[config.mk]
export PLATFORM = sky130hd
export DESIGN_NAME = csd_clock_ctrl
export DESIGN_NICKNAME = d
export VERILOG_FILES = /design/src/rtl/csd_pkg.sv /design/src/rtl/csd_clock_ctrl.sv
export SDC_FILE = /design/constraint.sdc
export NUM_CORES = 1
export LEC_CHECK = 0
export BUFFER_PORTS_ARGS = -buffer_cell sky130_fd_sc_hd__buf_2
export CELL_PAD_IN_SITES_DETAIL_PLACEMENT = 1
export CELL_PAD_IN_SITES_GLOBAL_PLACEMENT = 1
export CORE_MARGIN = 1.5
export CORE_UTILIZATION = 34
export CTS_CLUSTER_SIZE = 30
export DETAILED_ROUTE_END_ITERATION = 10
export GPL_TIMING_DRIVEN = 0
export PLACE_DENSITY = 0.86
export RECOVER_POWER = 50
export SLEW_MARGIN = 10
export SYNTH_ARGS = -nofsm -noshare
export SYNTH_HDL_FRONTEND = slang
export SYNTH_SLANG_ARGS = --single-unit
[constraint.sdc]
create_clock -name clk_i -period 2.1 [get_ports clk_i]
set_input_delay 0.105 -clock clk_i [delete_from_list [all_inputs] [get_ports clk_i]]
set_output_delay 0.105 -clock clk_i [all_outputs]
set_load 0.1 [all_outputs]
[src/rtl/csd_pkg.sv]
// Package: register map, field layout, reset values and bus carriers of the clock control block
package csd_pkg;

  // Register indices; byte address is four times the index
  localparam logic [7:0] IDX_CLK_OUT_CTRL = 8'h8E;
  localparam logic [7:0] IDX_DIVIDER = 8'h95;
  localparam logic [7:0] IDX_CLK_SWITCH = 8'h96;
  localparam logic [7:0] IDX_SRC_ENABLE = 8'h97;
  localparam logic [7:0] IDX_TA_KEY = 8'hC7;
  localparam logic [7:0] IDX_IRQ_STATUS = 8'hF0;
  localparam logic [7:0] IDX_IRQ_MASK = 8'hF1;

  // Reset values
  localparam logic [7:0] CLK_OUT_CTRL_RESET = 8'h00;
  localparam logic [7:0] DIVIDER_RESET = 8'h00;
  localparam logic [7:0] SRC_ENABLE_RESET = 8'h30;
  localparam logic [1:0] IRQ_RESET = 2'h0;

  // Writable bits of the clock output and timer clock control register
  localparam logic [7:0] CLK_OUT_CTRL_WMASK = 8'h5A;

  // Field positions
  localparam int SYSCLK_OUT_EN_BIT = 1;
  localparam int EXT_EN_LSB = 6;
  localparam int FAST_EN_BIT = 5;
  localparam int RSVD_ONE_BIT = 4;
  localparam int FAULT_BIT = 0;
  localparam int SEL_LSB = 1;
  localparam int FAST_ST_BIT = 5;
  localparam int SLOW_ST_BIT = 4;
  localparam int EXT_ST_BIT = 3;
  localparam int IRQ_FAULT_BIT = 0;
  localparam int IRQ_SWITCH_BIT = 1;
  localparam int IRQ_BITS = 2;

  localparam logic [1:0] EXT_ENABLE_CODE = 2'h3;
  localparam logic [7:0] TA_KEY_FIRST = 8'hAA;
  localparam logic [7:0] TA_KEY_SECOND = 8'h55;

  // Unlock window after the second key byte
  localparam int CLK_PERIOD_NS = 10;
  localparam int TA_WINDOW_NS = 160;
  localparam logic [4:0] TA_WINDOW_CYC = 5'(TA_WINDOW_NS / CLK_PERIOD_NS);

  typedef enum logic [1:0] {
    CSD_SRC_FAST = 2'b00,
    CSD_SRC_EXT = 2'b01,
    CSD_SRC_SLOW = 2'b10,
    CSD_SRC_RSVD = 2'b11
  } csd_src_t;

  typedef enum logic [1:0] {
    CSD_TA_LOCKED = 2'b00,
    CSD_TA_HALF = 2'b01,
    CSD_TA_OPEN = 2'b10
  } csd_ta_t;

  // Wishbone request from the master
  typedef struct packed {
    logic cyc;
    logic stb;
    logic we;
    logic [9:0] adr;
    logic [3:0] sel;
    logic [31:0] dat;
  } csd_wb_req_t;

  // Readiness of the analog clock sources
  typedef struct packed {
    logic fast_ready;
    logic slow_ready;
    logic ext_ready;
  } csd_osc_ready_t;

endpackage

[src/rtl/csd_clock_ctrl.sv]
// Module: system clock source select, divider and clock output with Wishbone register access
// What this block does
// - Enable external clock pin only on code 11
// - Fast enable bit 5 switches fast oscillator
// - Programming forces fast oscillator, enable, stable
// - Programming off restores fast enable, stable
// - Fault flag bit 0 shows last switch result
// - Fault stays set until pending switch completes
// - Divider 00 passes, else divides by 2N
// - Divider writes accepted anytime without stalling
// - Output enable bit drives clock out pin
// - Output pin runs at divided system rate
// - Power-down halts system clock and output
// - Enable register writes need timed-access unlock
// - Select code picks fast, external, slow source
// - Disabling the active source is ignored, except the fast source during programming
// - Selecting disabled source sets fault, no switch
// - Unstable target switches once stable, clears fault
//
// Register access over Wishbone was decided locally.
`timescale 1ns/1ps
module csd_clock_ctrl (
  input wire logic clk_i,
  input wire logic rst_i,
  input wire csd_pkg::csd_wb_req_t wb_req_i,
  output logic wb_ack_o,
  output logic [31:0] wb_dat_o,
  input wire csd_pkg::csd_osc_ready_t osc_ready_i,
  input wire logic in_app_program_enable_i,
  input wire logic power_down_i,
  output logic fast_osc_on_o,
  output logic ext_clock_pin_en_o,
  output logic [1:0] active_source_o,
  output logic sys_tick_o,
  output logic sysclk_out_pin_o,
  output logic sysclk_out_pin_oe_o,
  output logic irq_o
);

  // Source enabled by the current enable settings
  function automatic logic src_enabled(input logic [1:0] src, input logic fast_en, input logic [1:0] ext_en);
    case (src)
      csd_pkg::CSD_SRC_FAST: src_enabled = fast_en;
      csd_pkg::CSD_SRC_EXT: src_enabled = (ext_en == csd_pkg::EXT_ENABLE_CODE);
      csd_pkg::CSD_SRC_SLOW: src_enabled = 1'b1;
      default: src_enabled = 1'b0;
    endcase
  endfunction

  // Source enabled and stable
  function automatic logic src_stable(input logic [1:0] src, input logic [2:0] st);
    case (src)
      csd_pkg::CSD_SRC_FAST: src_stable = st[2];
      csd_pkg::CSD_SRC_EXT: src_stable = st[0];
      csd_pkg::CSD_SRC_SLOW: src_stable = st[1];
      default: src_stable = 1'b0;
    endcase
  endfunction

  logic ack_q;
  logic [31:0] rdata_q;
  logic [7:0] clk_out_ctrl_q;
  logic [7:0] divider_q;
  logic [7:0] div_active_q;
  logic [7:0] div_cnt_q;
  logic pin_q;
  logic pin_oe_q;
  logic pin_out_q;
  logic pin_toggle;
  logic pin_next;
  logic tick_q;
  logic [1:0] ext_en_q;
  logic fast_en_q;
  logic fault_q;
  csd_pkg::csd_src_t select_q;
  csd_pkg::csd_src_t active_q;
  csd_pkg::csd_ta_t ta_state_q;
  logic [4:0] ta_cnt_q;
  logic [csd_pkg::IRQ_BITS-1:0] irq_status_q;
  logic [csd_pkg::IRQ_BITS-1:0] irq_mask_q;
  logic irq_q;
  logic fast_on_q;
  logic ext_pin_q;

  logic req;
  logic wr;
  logic [7:0] idx;
  logic [7:0] wbyte;
  logic unlocked;
  logic fast_en_eff;
  logic fast_st;
  logic slow_st;
  logic ext_st;
  logic [2:0] st_vec;
  logic clock_source_enable_wr;
  logic clock_source_enable_ok;
  logic swt_wr;
  logic target_ok;
  logic switch_now;
  logic fault_d;
  logic [csd_pkg::IRQ_BITS-1:0] irq_event;
  logic period_end;

  // Bus decode; a request is taken on the edge where ack rises
  assign req = wb_req_i.cyc & wb_req_i.stb & ~ack_q;
  assign wr = req & wb_req_i.we & wb_req_i.sel[0];
  assign idx = wb_req_i.adr[9:2];
  assign wbyte = wb_req_i.dat[7:0];
  assign unlocked = (ta_state_q == csd_pkg::CSD_TA_OPEN);

  // Programming overlays the stored enable; clearing it shows the stored bit again
  assign fast_en_eff = fast_en_q | in_app_program_enable_i;
  assign fast_st = in_app_program_enable_i | (fast_en_q & osc_ready_i.fast_ready);
  assign slow_st = osc_ready_i.slow_ready;
  assign ext_st = (ext_en_q == csd_pkg::EXT_ENABLE_CODE) & osc_ready_i.ext_ready;
  assign st_vec = {fast_st, slow_st, ext_st};

  // Refuse an enable write that would stop the running source
  assign clock_source_enable_wr = wr & unlocked & (idx == csd_pkg::IDX_SRC_ENABLE);
  assign clock_source_enable_ok = src_enabled(active_q, wbyte[csd_pkg::FAST_EN_BIT] | in_app_program_enable_i,
                               wbyte[csd_pkg::EXT_EN_LSB +: 2]);
  assign swt_wr = wr & unlocked & (idx == csd_pkg::IDX_CLK_SWITCH);

  assign target_ok = src_enabled(select_q, fast_en_eff, ext_en_q) & src_stable(select_q, st_vec);
  assign switch_now = (select_q != active_q) & target_ok;
  assign fault_d = (select_q != active_q) & ~target_ok;

  assign irq_event[csd_pkg::IRQ_FAULT_BIT] = fault_d & ~fault_q;
  assign irq_event[csd_pkg::IRQ_SWITCH_BIT] = switch_now;

  // Wishbone ack, one cycle after the request, dropped the next cycle
  always_ff @(posedge clk_i) begin
    if (rst_i) begin
      ack_q <= 1'b0;
    end else begin
      ack_q <= req;
    end
  end

  // Read data, captured with the ack
  always_ff @(posedge clk_i) begin
    if (rst_i) begin
      rdata_q <= 32'h00000000;
    end else if (req) begin
      case (idx)
        csd_pkg::IDX_CLK_OUT_CTRL: rdata_q <= {24'h000000, clk_out_ctrl_q};
        csd_pkg::IDX_DIVIDER: rdata_q <= {24'h000000, divider_q};
        csd_pkg::IDX_CLK_SWITCH: rdata_q <= {26'h0000000, fast_st, slow_st, ext_st, 3'h0};
        csd_pkg::IDX_SRC_ENABLE: rdata_q <= {24'h000000, ext_en_q, fast_en_eff,
                                             csd_pkg::SRC_ENABLE_RESET[csd_pkg::RSVD_ONE_BIT], 3'h0, fault_q};
        csd_pkg::IDX_IRQ_STATUS: rdata_q <= {30'h0, irq_status_q};
        csd_pkg::IDX_IRQ_MASK: rdata_q <= {30'h0, irq_mask_q};
        default: rdata_q <= 32'h00000000;
      endcase
    end
  end

  // Timed-access unlock sequence
  always_ff @(posedge clk_i) begin
    if (rst_i) begin
      ta_state_q <= csd_pkg::CSD_TA_LOCKED;
      ta_cnt_q <= 5'h00;
    end else if (wr & (idx == csd_pkg::IDX_TA_KEY)) begin
      ta_cnt_q <= csd_pkg::TA_WINDOW_CYC;
      if (wbyte == csd_pkg::TA_KEY_FIRST) begin
        ta_state_q <= csd_pkg::CSD_TA_HALF;
      end else if (wbyte == csd_pkg::TA_KEY_SECOND && ta_state_q == csd_pkg::CSD_TA_HALF) begin
        ta_state_q <= csd_pkg::CSD_TA_OPEN;
      end else begin
        ta_state_q <= csd_pkg::CSD_TA_LOCKED;
      end
    end else begin
      case (ta_state_q)
        csd_pkg::CSD_TA_OPEN: begin
          if (clock_source_enable_wr | swt_wr | (ta_cnt_q == 5'h01)) begin
            ta_state_q <= csd_pkg::CSD_TA_LOCKED;
          end
          ta_cnt_q <= ta_cnt_q - 5'h01;
        end
        csd_pkg::CSD_TA_HALF: begin
          if (wr) begin
            ta_state_q <= csd_pkg::CSD_TA_LOCKED;
          end
        end
        default: ta_state_q <= csd_pkg::CSD_TA_LOCKED;
      endcase
    end
  end

  // Clock source enable register
  always_ff @(posedge clk_i) begin
    if (rst_i) begin
      ext_en_q <= csd_pkg::SRC_ENABLE_RESET[csd_pkg::EXT_EN_LSB +: 2];
      fast_en_q <= csd_pkg::SRC_ENABLE_RESET[csd_pkg::FAST_EN_BIT];
    end else if (clock_source_enable_wr & clock_source_enable_ok) begin
      ext_en_q <= wbyte[csd_pkg::EXT_EN_LSB +: 2];
      fast_en_q <= wbyte[csd_pkg::FAST_EN_BIT];
    end
  end

  // Source select and background switch
  always_ff @(posedge clk_i) begin
    if (rst_i) begin
      select_q <= csd_pkg::CSD_SRC_FAST;
      active_q <= csd_pkg::CSD_SRC_FAST;
      fault_q <= 1'b0;
    end else begin
      if (swt_wr) begin
        select_q <= csd_pkg::csd_src_t'(wbyte[csd_pkg::SEL_LSB +: 2]);
      end
      if (switch_now) begin
        active_q <= select_q;
      end
      fault_q <= fault_d;
    end
  end

  // Clock output control and divider registers
  always_ff @(posedge clk_i) begin
    if (rst_i) begin
      clk_out_ctrl_q <= csd_pkg::CLK_OUT_CTRL_RESET;
      divider_q <= csd_pkg::DIVIDER_RESET;
    end else if (wr) begin
      if (idx == csd_pkg::IDX_CLK_OUT_CTRL) begin
        clk_out_ctrl_q <= wbyte & csd_pkg::CLK_OUT_CTRL_WMASK;
      end
      if (idx == csd_pkg::IDX_DIVIDER) begin
        divider_q <= wbyte;
      end
    end
  end

  // Divider: period ends on each cycle when bypassed, else after the high half
  assign period_end = (div_active_q == 8'h00) | (pin_q & (div_cnt_q == div_active_q - 8'h01));
  // Next divided clock level, mirrors the divider below
  assign pin_toggle = ~power_down_i & ((div_active_q == 8'h00) | (div_cnt_q == div_active_q - 8'h01));
  assign pin_next = pin_q ^ pin_toggle;

  always_ff @(posedge clk_i) begin
    if (rst_i) begin
      div_active_q <= csd_pkg::DIVIDER_RESET;
      div_cnt_q <= 8'h00;
      pin_q <= 1'b0;
      tick_q <= 1'b0;
    end else if (power_down_i) begin
      tick_q <= 1'b0;
    end else if (div_active_q == 8'h00) begin
      div_active_q <= divider_q;
      div_cnt_q <= 8'h00;
      pin_q <= ~pin_q;
      tick_q <= 1'b1;
    end else if (div_cnt_q == div_active_q - 8'h01) begin
      div_cnt_q <= 8'h00;
      pin_q <= ~pin_q;
      tick_q <= ~pin_q;
      if (period_end) begin
        div_active_q <= divider_q;
      end
    end else begin
      div_cnt_q <= div_cnt_q + 8'h01;
      tick_q <= 1'b0;
    end
  end

  // Output pin follows the divided clock only while enabled
  always_ff @(posedge clk_i) begin
    if (rst_i) begin
      pin_oe_q <= 1'b0;
      pin_out_q <= 1'b0;
    end else begin
      pin_oe_q <= clk_out_ctrl_q[csd_pkg::SYSCLK_OUT_EN_BIT];
      pin_out_q <= pin_next & clk_out_ctrl_q[csd_pkg::SYSCLK_OUT_EN_BIT];
    end
  end

  // Interrupt status, write one to clear, set wins
  genvar g;
  generate
    for (g = 0; g < csd_pkg::IRQ_BITS; g++) begin : g_irq
      always_ff @(posedge clk_i) begin
        if (rst_i) begin
          irq_status_q[g] <= csd_pkg::IRQ_RESET[g];
        end else if (irq_event[g]) begin
          irq_status_q[g] <= 1'b1;
        end else if (wr && idx == csd_pkg::IDX_IRQ_STATUS && wbyte[g]) begin
          irq_status_q[g] <= 1'b0;
        end
      end
    end
  endgenerate

  always_ff @(posedge clk_i) begin
    if (rst_i) begin
      irq_mask_q <= csd_pkg::IRQ_RESET;
      irq_q <= 1'b0;
    end else begin
      if (wr && idx == csd_pkg::IDX_IRQ_MASK) begin
        irq_mask_q <= wbyte[csd_pkg::IRQ_BITS-1:0];
      end
      irq_q <= |(irq_status_q & irq_mask_q);
    end
  end

  // Oscillator and pin enables
  always_ff @(posedge clk_i) begin
    if (rst_i) begin
      fast_on_q <= csd_pkg::SRC_ENABLE_RESET[csd_pkg::FAST_EN_BIT];
      ext_pin_q <= 1'b0;
    end else begin
      fast_on_q <= fast_en_eff;
      ext_pin_q <= (ext_en_q == csd_pkg::EXT_ENABLE_CODE);
    end
  end

  assign wb_ack_o = ack_q;
  assign wb_dat_o = rdata_q;
  assign fast_osc_on_o = fast_on_q;
  assign ext_clock_pin_en_o = ext_pin_q;
  assign active_source_o = active_q;
  assign sys_tick_o = tick_q;
  assign sysclk_out_pin_o = pin_out_q;
  assign sysclk_out_pin_oe_o = pin_oe_q;
  assign irq_o = irq_q;

endmodule // csd_clock_ctrl

# After elaboration in Yosys (flattened, before gate mapping)

Cells that the tools add are included.

Add/sub/neg operators: 3
Multiply operators: 0
Divide/modulo/power cells: 0
Magnitude comparators: 0
Eq/ne operators: 22
Shift-type cells: 0
Mux-type cells: 25
Bitwise logic cells: 32
Reduce and logical (&&, ||, !) cells: 21

Operators by type and width:

| kind                                                                | number |
|---|---|
| 8-bit == test (second input constant)                               | 8 |
| 8-bit case mux with 6 select lines                                  | 1 |
| 8-bit 2-to-1 mux                                                    | 5 |
| 1-bit bitwise AND                                                   | 18 |
| 2-bit == test (second input constant)                               | 5 |
| 2-bit 2-to-1 mux                                                    | 5 |
| 5-bit 2-to-1 mux                                                    | 2 |
| 2-bit nonzero test                                                  | 5 |
| 1-bit case mux with 3 select lines                                  | 3 |
| 8-bit by 1-bit adder with 8-bit output (second input constant)      | 1 |
| 8-bit by 7-bit == test with 1-bit output (second input constant)    | 1 |
| 8-bit == test                                                       | 1 |
| 8-bit zero test                                                     | 1 |
| 1-bit 2-to-1 mux                                                    | 8 |
| 2-bit AND reduction                                                 | 4 |
| 8-bit by 1-bit subtractor with 8-bit output (second input constant) | 1 |
| 1-bit bitwise OR                                                    | 7 |
| 2-bit by 1-bit == test with 1-bit output (second input constant)    | 3 |
| 2-bit OR reduction                                                  | 3 |
| 5-bit by 1-bit == test with 1-bit output (second input constant)    | 1 |
| 1-bit logical AND                                                   | 5 |
| 1-bit NOT                                                           | 5 |
| 5-bit by 1-bit subtractor with 5-bit output (second input constant) | 1 |
| 2-bit zero test                                                     | 2 |
| 7 further kinds                                                     | 7 |

Register bits after elaboration: 87
Latch bits: 0
Bits in writable memories: 0
Bits in read-only memories: 0
Input port bits: 56
Output and inout port bits: 41
Word-level logic and storage cells: 127
Memories kept: 0

# Longest topological paths before layout

Word-level depth: 11
Depth in mapped cells: 7

# Least setup slack after synthesis

Ideal clock, no wire load.

Path type: flip-flop to flip-flop
From: register div_active_q[0]
To: register div_cnt_q[3]
Library setup time: 141 ps
Arrival time: 2107 ps
Data required time: 1959 ps
Setup slack: -149 ps
Cell stages (with the launch flop): 8
Buffers on the path: 0
Clock period less this slack: 2249 ps
Path through: dfxtp_1 -> inv_1 -> ha_1 -> or3b_1 -> or3_4 -> a211o_1 -> o21ai_4 -> a211oi_1

Word-level cells in the longest chain between the ends: 4

Ends and longest elaborated chain:

| item                                        | RTL line              | source |
|---|---|---|
| start: declaration                          | csd_clock_ctrl.sv:64  | `logic [7:0] div_active_q;` |
| start signal: assignment                    | csd_clock_ctrl.sv:241 | `div_active_q <= csd_pkg::DIVIDER_RESET;` |
| start signal: assignment                    | csd_clock_ctrl.sv:248 | `div_active_q <= divider_q;` |
| start signal: assignment                    | csd_clock_ctrl.sv:257 | `div_active_q <= divider_q;` |
| 8-bit by 1-bit subtractor with 8-bit output | csd_clock_ctrl.sv:252 | `end else if (div_cnt_q == div_active_q - 8'h01) begin` |
| 8-bit == test                               | csd_clock_ctrl.sv:252 |  |
| 8-bit 2-to-1 mux                            | csd_clock_ctrl.sv:252 |  |
| 8-bit 2-to-1 mux *                          | csd_clock_ctrl.sv:247 | `end else if (div_active_q == 8'h00) begin` |
| end signal: assignment                      | csd_clock_ctrl.sv:260 | `div_cnt_q <= div_cnt_q + 8'h01;` |
| end: declaration                            | csd_clock_ctrl.sv:65  | `logic [7:0] div_cnt_q;` |

Mark *: on every way between the ends. The rest lies on a longest branch, timed or not.
A chain may end at the register's enable or synchronous reset.

# Worst setup path after layout

From: register div_active_q[0]
To: register div_cnt_q[7]

The elaborated chain is that of the path after synthesis.

==> impl_metrics.yaml <==
route:
  drt-pass1-iter-count: 4
  avgViaCountPerCell: 5.17
  vias: 3198
  avgRoutedWirePerCell_microns: 16.5
  drt_iter0_markers: 167
  antenna_left: 0
  drt-total-wl_microns: 10200
  drc: 0
cts:
  clock-root-buffer: "clkbuf_8"
  clockBufferDepth: 2
  cts_inserted_buffers: 9
  cts.sinks: 63
  h-tree-depth: 3
  cts_hold_buf: 0
  tritoncts: "done"
  clock_latency_ns: 0.35
  clkTransAtPathRegs_ns: 0.08
worst_setup_path:
  slowest_delay_ns: 0.45
  worstRegToRegCells: 8
  crit_required_ns: 2.30
  worst_path_max_delay_cell: "or3_4"
  r2r-end: "div_cnt_q[7]"
  path_max_fanout: 8
  path_depth: 8
  path_buf_inv: 2
  critPathCaptureType: "register"
  startpoint_type: "register"
  worstSetupPathType: "register to register"
  critPathArrivalTime_ns: 2.51
  path_cells: "inv_2, ha_4, or3b_4, or3_4, a211o_4, o21ai_4, buf_12, a211oi_1"
  crit_family: "simple AND/OR/NAND/NOR gates"
  worstReg2RegStart: "div_active_q[0]"
  r2r_slack_ns: -0.21
die:
  die_area_sq_mm: 0.0105
  fp-row-count: 36
  die_w_microns: 103
  start_util: 0.349
  io_pins: 97
  die_h_microns: 103
  core_sq_mm: 0.00968
placed_design:
  dpl.hpwl_microns: 7600
  placed_area_sq_mm: 0.00387
  place_congestion: 0.849
  pre_cts_slack_ns: -0.210
  port_buffers: 42
  dp_cells: 597
timing:
  hold_violations: 0
  rsz0062_at_grt: "yes"
  finalCriticalPeriod_ns: 2.31
  finalSetupViolCount: 19
  tightest_slew_ns: 1.18
  final_max_slew_viol_count: 0
  fin_skew_ns: 0.0120
  hold_slack_ns: 0.0543
  setup_ws_ns: -0.208
  slew-limit-headroom: 0.218
  max_freq_mhz: 433
  finalCritPeriodShare: 1.10
yosys:
  ys.flop_type: "dfxtp_1"
  async_flop_share: 0
  syn_inst: 399
  synth.distinct_cells: 66
  yosysTopAreaCellShare: 0.373
  synth_area_leaders: "dfxtp_1 (37%), buf_4 (5.3%), nand2_1 (4.6%), a21oi_1 (3.9%), mux2i_1 (3.6%)"
  avgSynthCellArea_sq_um: 8.47
  ys_warn_count: 0
  synth_edf_count: 0
  synth-seq-cells: 63
  syn_area_sq_mm: 0.00338
  yosysSeqAreaShare: 0.373
  yosysTopAreaCell: "dfxtp_1"
power:
  power_mw: 2.59
  p_switching_uw: 783
  ir_drop_mv: 0.286
  p_sw_frac: 0.302
  pwr-share-seq: 0.463
  pwr-share-clk: 0.391
  power_leakage_nw: 1.61
  power.density_mw_per_mm2: 617
  p_int_mw: 1.81
  power.share.combinational: 0.146
min_path:
  worst_hold_path.num_cells: 2
  hold_end: "fast_osc_on_o"
  hp-class: "primary input to register"
  hp-start: "in_app_program_enable_i"
layout:
  drive_gt1_frac: 0.230
  final_cells: 619
  layout_commonest_cell: "dfxtp_1"
  nets: 542
  diodes: 0
  final_cell_mix: "dfxtp_1 (61), nand2_1 (41), buf_2 (32), buf_4 (30), nor2_1 (27)"
  syn2layout_area_growth_pct: 24.3
  fin_area_sq_mm: 0.00420
global_route:
  grt_first_pass_wirelength_microns: 16300
  grt_max_degree: 11
  grt_usage: 0.202
  grt_pass1_vias: 3305
  overflow: 0
  antenna_found_initial: 0
outcome:
  violations: "negative setup slack"
  outcome: "finished, violations left"
run:
  drv_cap: 0
-- through the flow --
step | utilization | TNS, ns
3_3_place_gp | 0.400 | -1.63
2_1_floorplan | - | 0
5_1_grt | 0.434 | -4.39
6_report | 0.434 | -3.51
3_5_place_dp | 0.400 | -2.76
4_1_cts | 0.426 | -2.08
-- registers in the layout (all words and copies together), names as in the netlist, 2 cells and up --
signal,cells
ext_en_q,2
active_source_o,2
wb_dat_o,8
div_active_q,8
clk_out_ctrl_q,4
div_cnt_q,8
irq_status_q,2
divider_q,8
ta_cnt_q,5
select_q,2
irq_mask_q,2
ta_state_q,2
-- synthesized netlist by cell type (3+ instances only) --
cell type	count
nor3_1	11
a211oi_1	6
o21ai_0	13
buf_4	24
xnor2_1	8
nand4_1	6
mux2i_1	12
dfxtp_1	63
xor2_1	12
ha_1	4
inv_1	23
nor2b_1	3
o22ai_1	8
nand2b_1	4
a21oi_1	26
nand3b_1	4
nor4_1	5
a22o_1	4
or3_1	3
nor3b_1	3
and4_1	3
a22oi_1	4
nand2_1	41
nand4b_1	3
and3_1	7
nor2_1	27
clkbuf_1	13
nand3_1	14
-- layout make-up --
class / instances / area [sq um]
fillers: 1161 / 5490
multi-input cells: 297 / 2000
flip-flops and latches: 63 / 1270
repair buffers: 49 / 263
plain buffers: 39 / 236
well taps: 133 / 166
clock buffers: 11 / 131
inverters: 23 / 86.3
clock inverters: 4 / 47.5
-- worst register-to-register path: cells and delay by family (launching register included) --
family                   cells  cell delay, ns
AO/OA/AOI/OAI                3            0.62
adder cells (fa/ha/maj)      1            0.12
buffers and inverters        2            0.22
flip-flops                   1            0.37
AND/OR/NAND/NOR              2            0.85
-- worst max path at each step --
| stage | startpoint | end | slack (ns) |
|---|---|---|---|
| after floorplan | div_active_q[1] | div_cnt_q[2] | 0.02 |
| after CTS | div_active_q[0] | div_cnt_q[7] | -0.15 |
| after global routing | div_active_q[0] | div_active_q[7] | -0.26 |
| after global placement | div_active_q[0] | div_cnt_q[3] | -0.11 |
| after detailed placement | div_active_q[1] | div_active_q[7] | -0.21 |
| final | div_active_q[0] | div_cnt_q[7] | -0.21 |
-- cells by family after synthesis --
kind of cell,after synthesis,share of synthesized area
simple gates,150,0.237
flops,63,0.373
xor+xnor,20,0.0519
other cells,1,0.00111
fa+ha+maj,4,0.0148
compound gates,86,0.187
buf+inv,62,0.0956
mux,13,0.0389
-- power by group through the flow --
stage                     clock network [mW]  logic, mW  registers [mW]
after global routing                    1.09      0.397            1.20
after CTS                               1.03      0.373            1.20
after floorplan                            0      0.284            1.24
final                                   1.01      0.379            1.20
after global placement                     0      0.365            1.23
after detailed placement                   0      0.369            1.23
-- timing repair --
| item | CTS | global route |
|---|---|---|
| gates cloned | 0 | 0 |
| buffers inserted | 3 | 4 |
| pin swaps | 5 | 13 |
| endpoints found under the setup margin | 19 | 20 |
| gates resized for setup | 8 | 8 |
-- per-layer routing --
layer  global-route usage  vias to the layer above  wire length, microns
met2                0.372                       80                  5420
met5                    0                        -                     0
met1                0.228                     1557                  4130
met3               0.0461                       19                   468
li1                     -                     1542                     -
met4               0.0685                        0                   210
(Power assumes the default switching activity.)
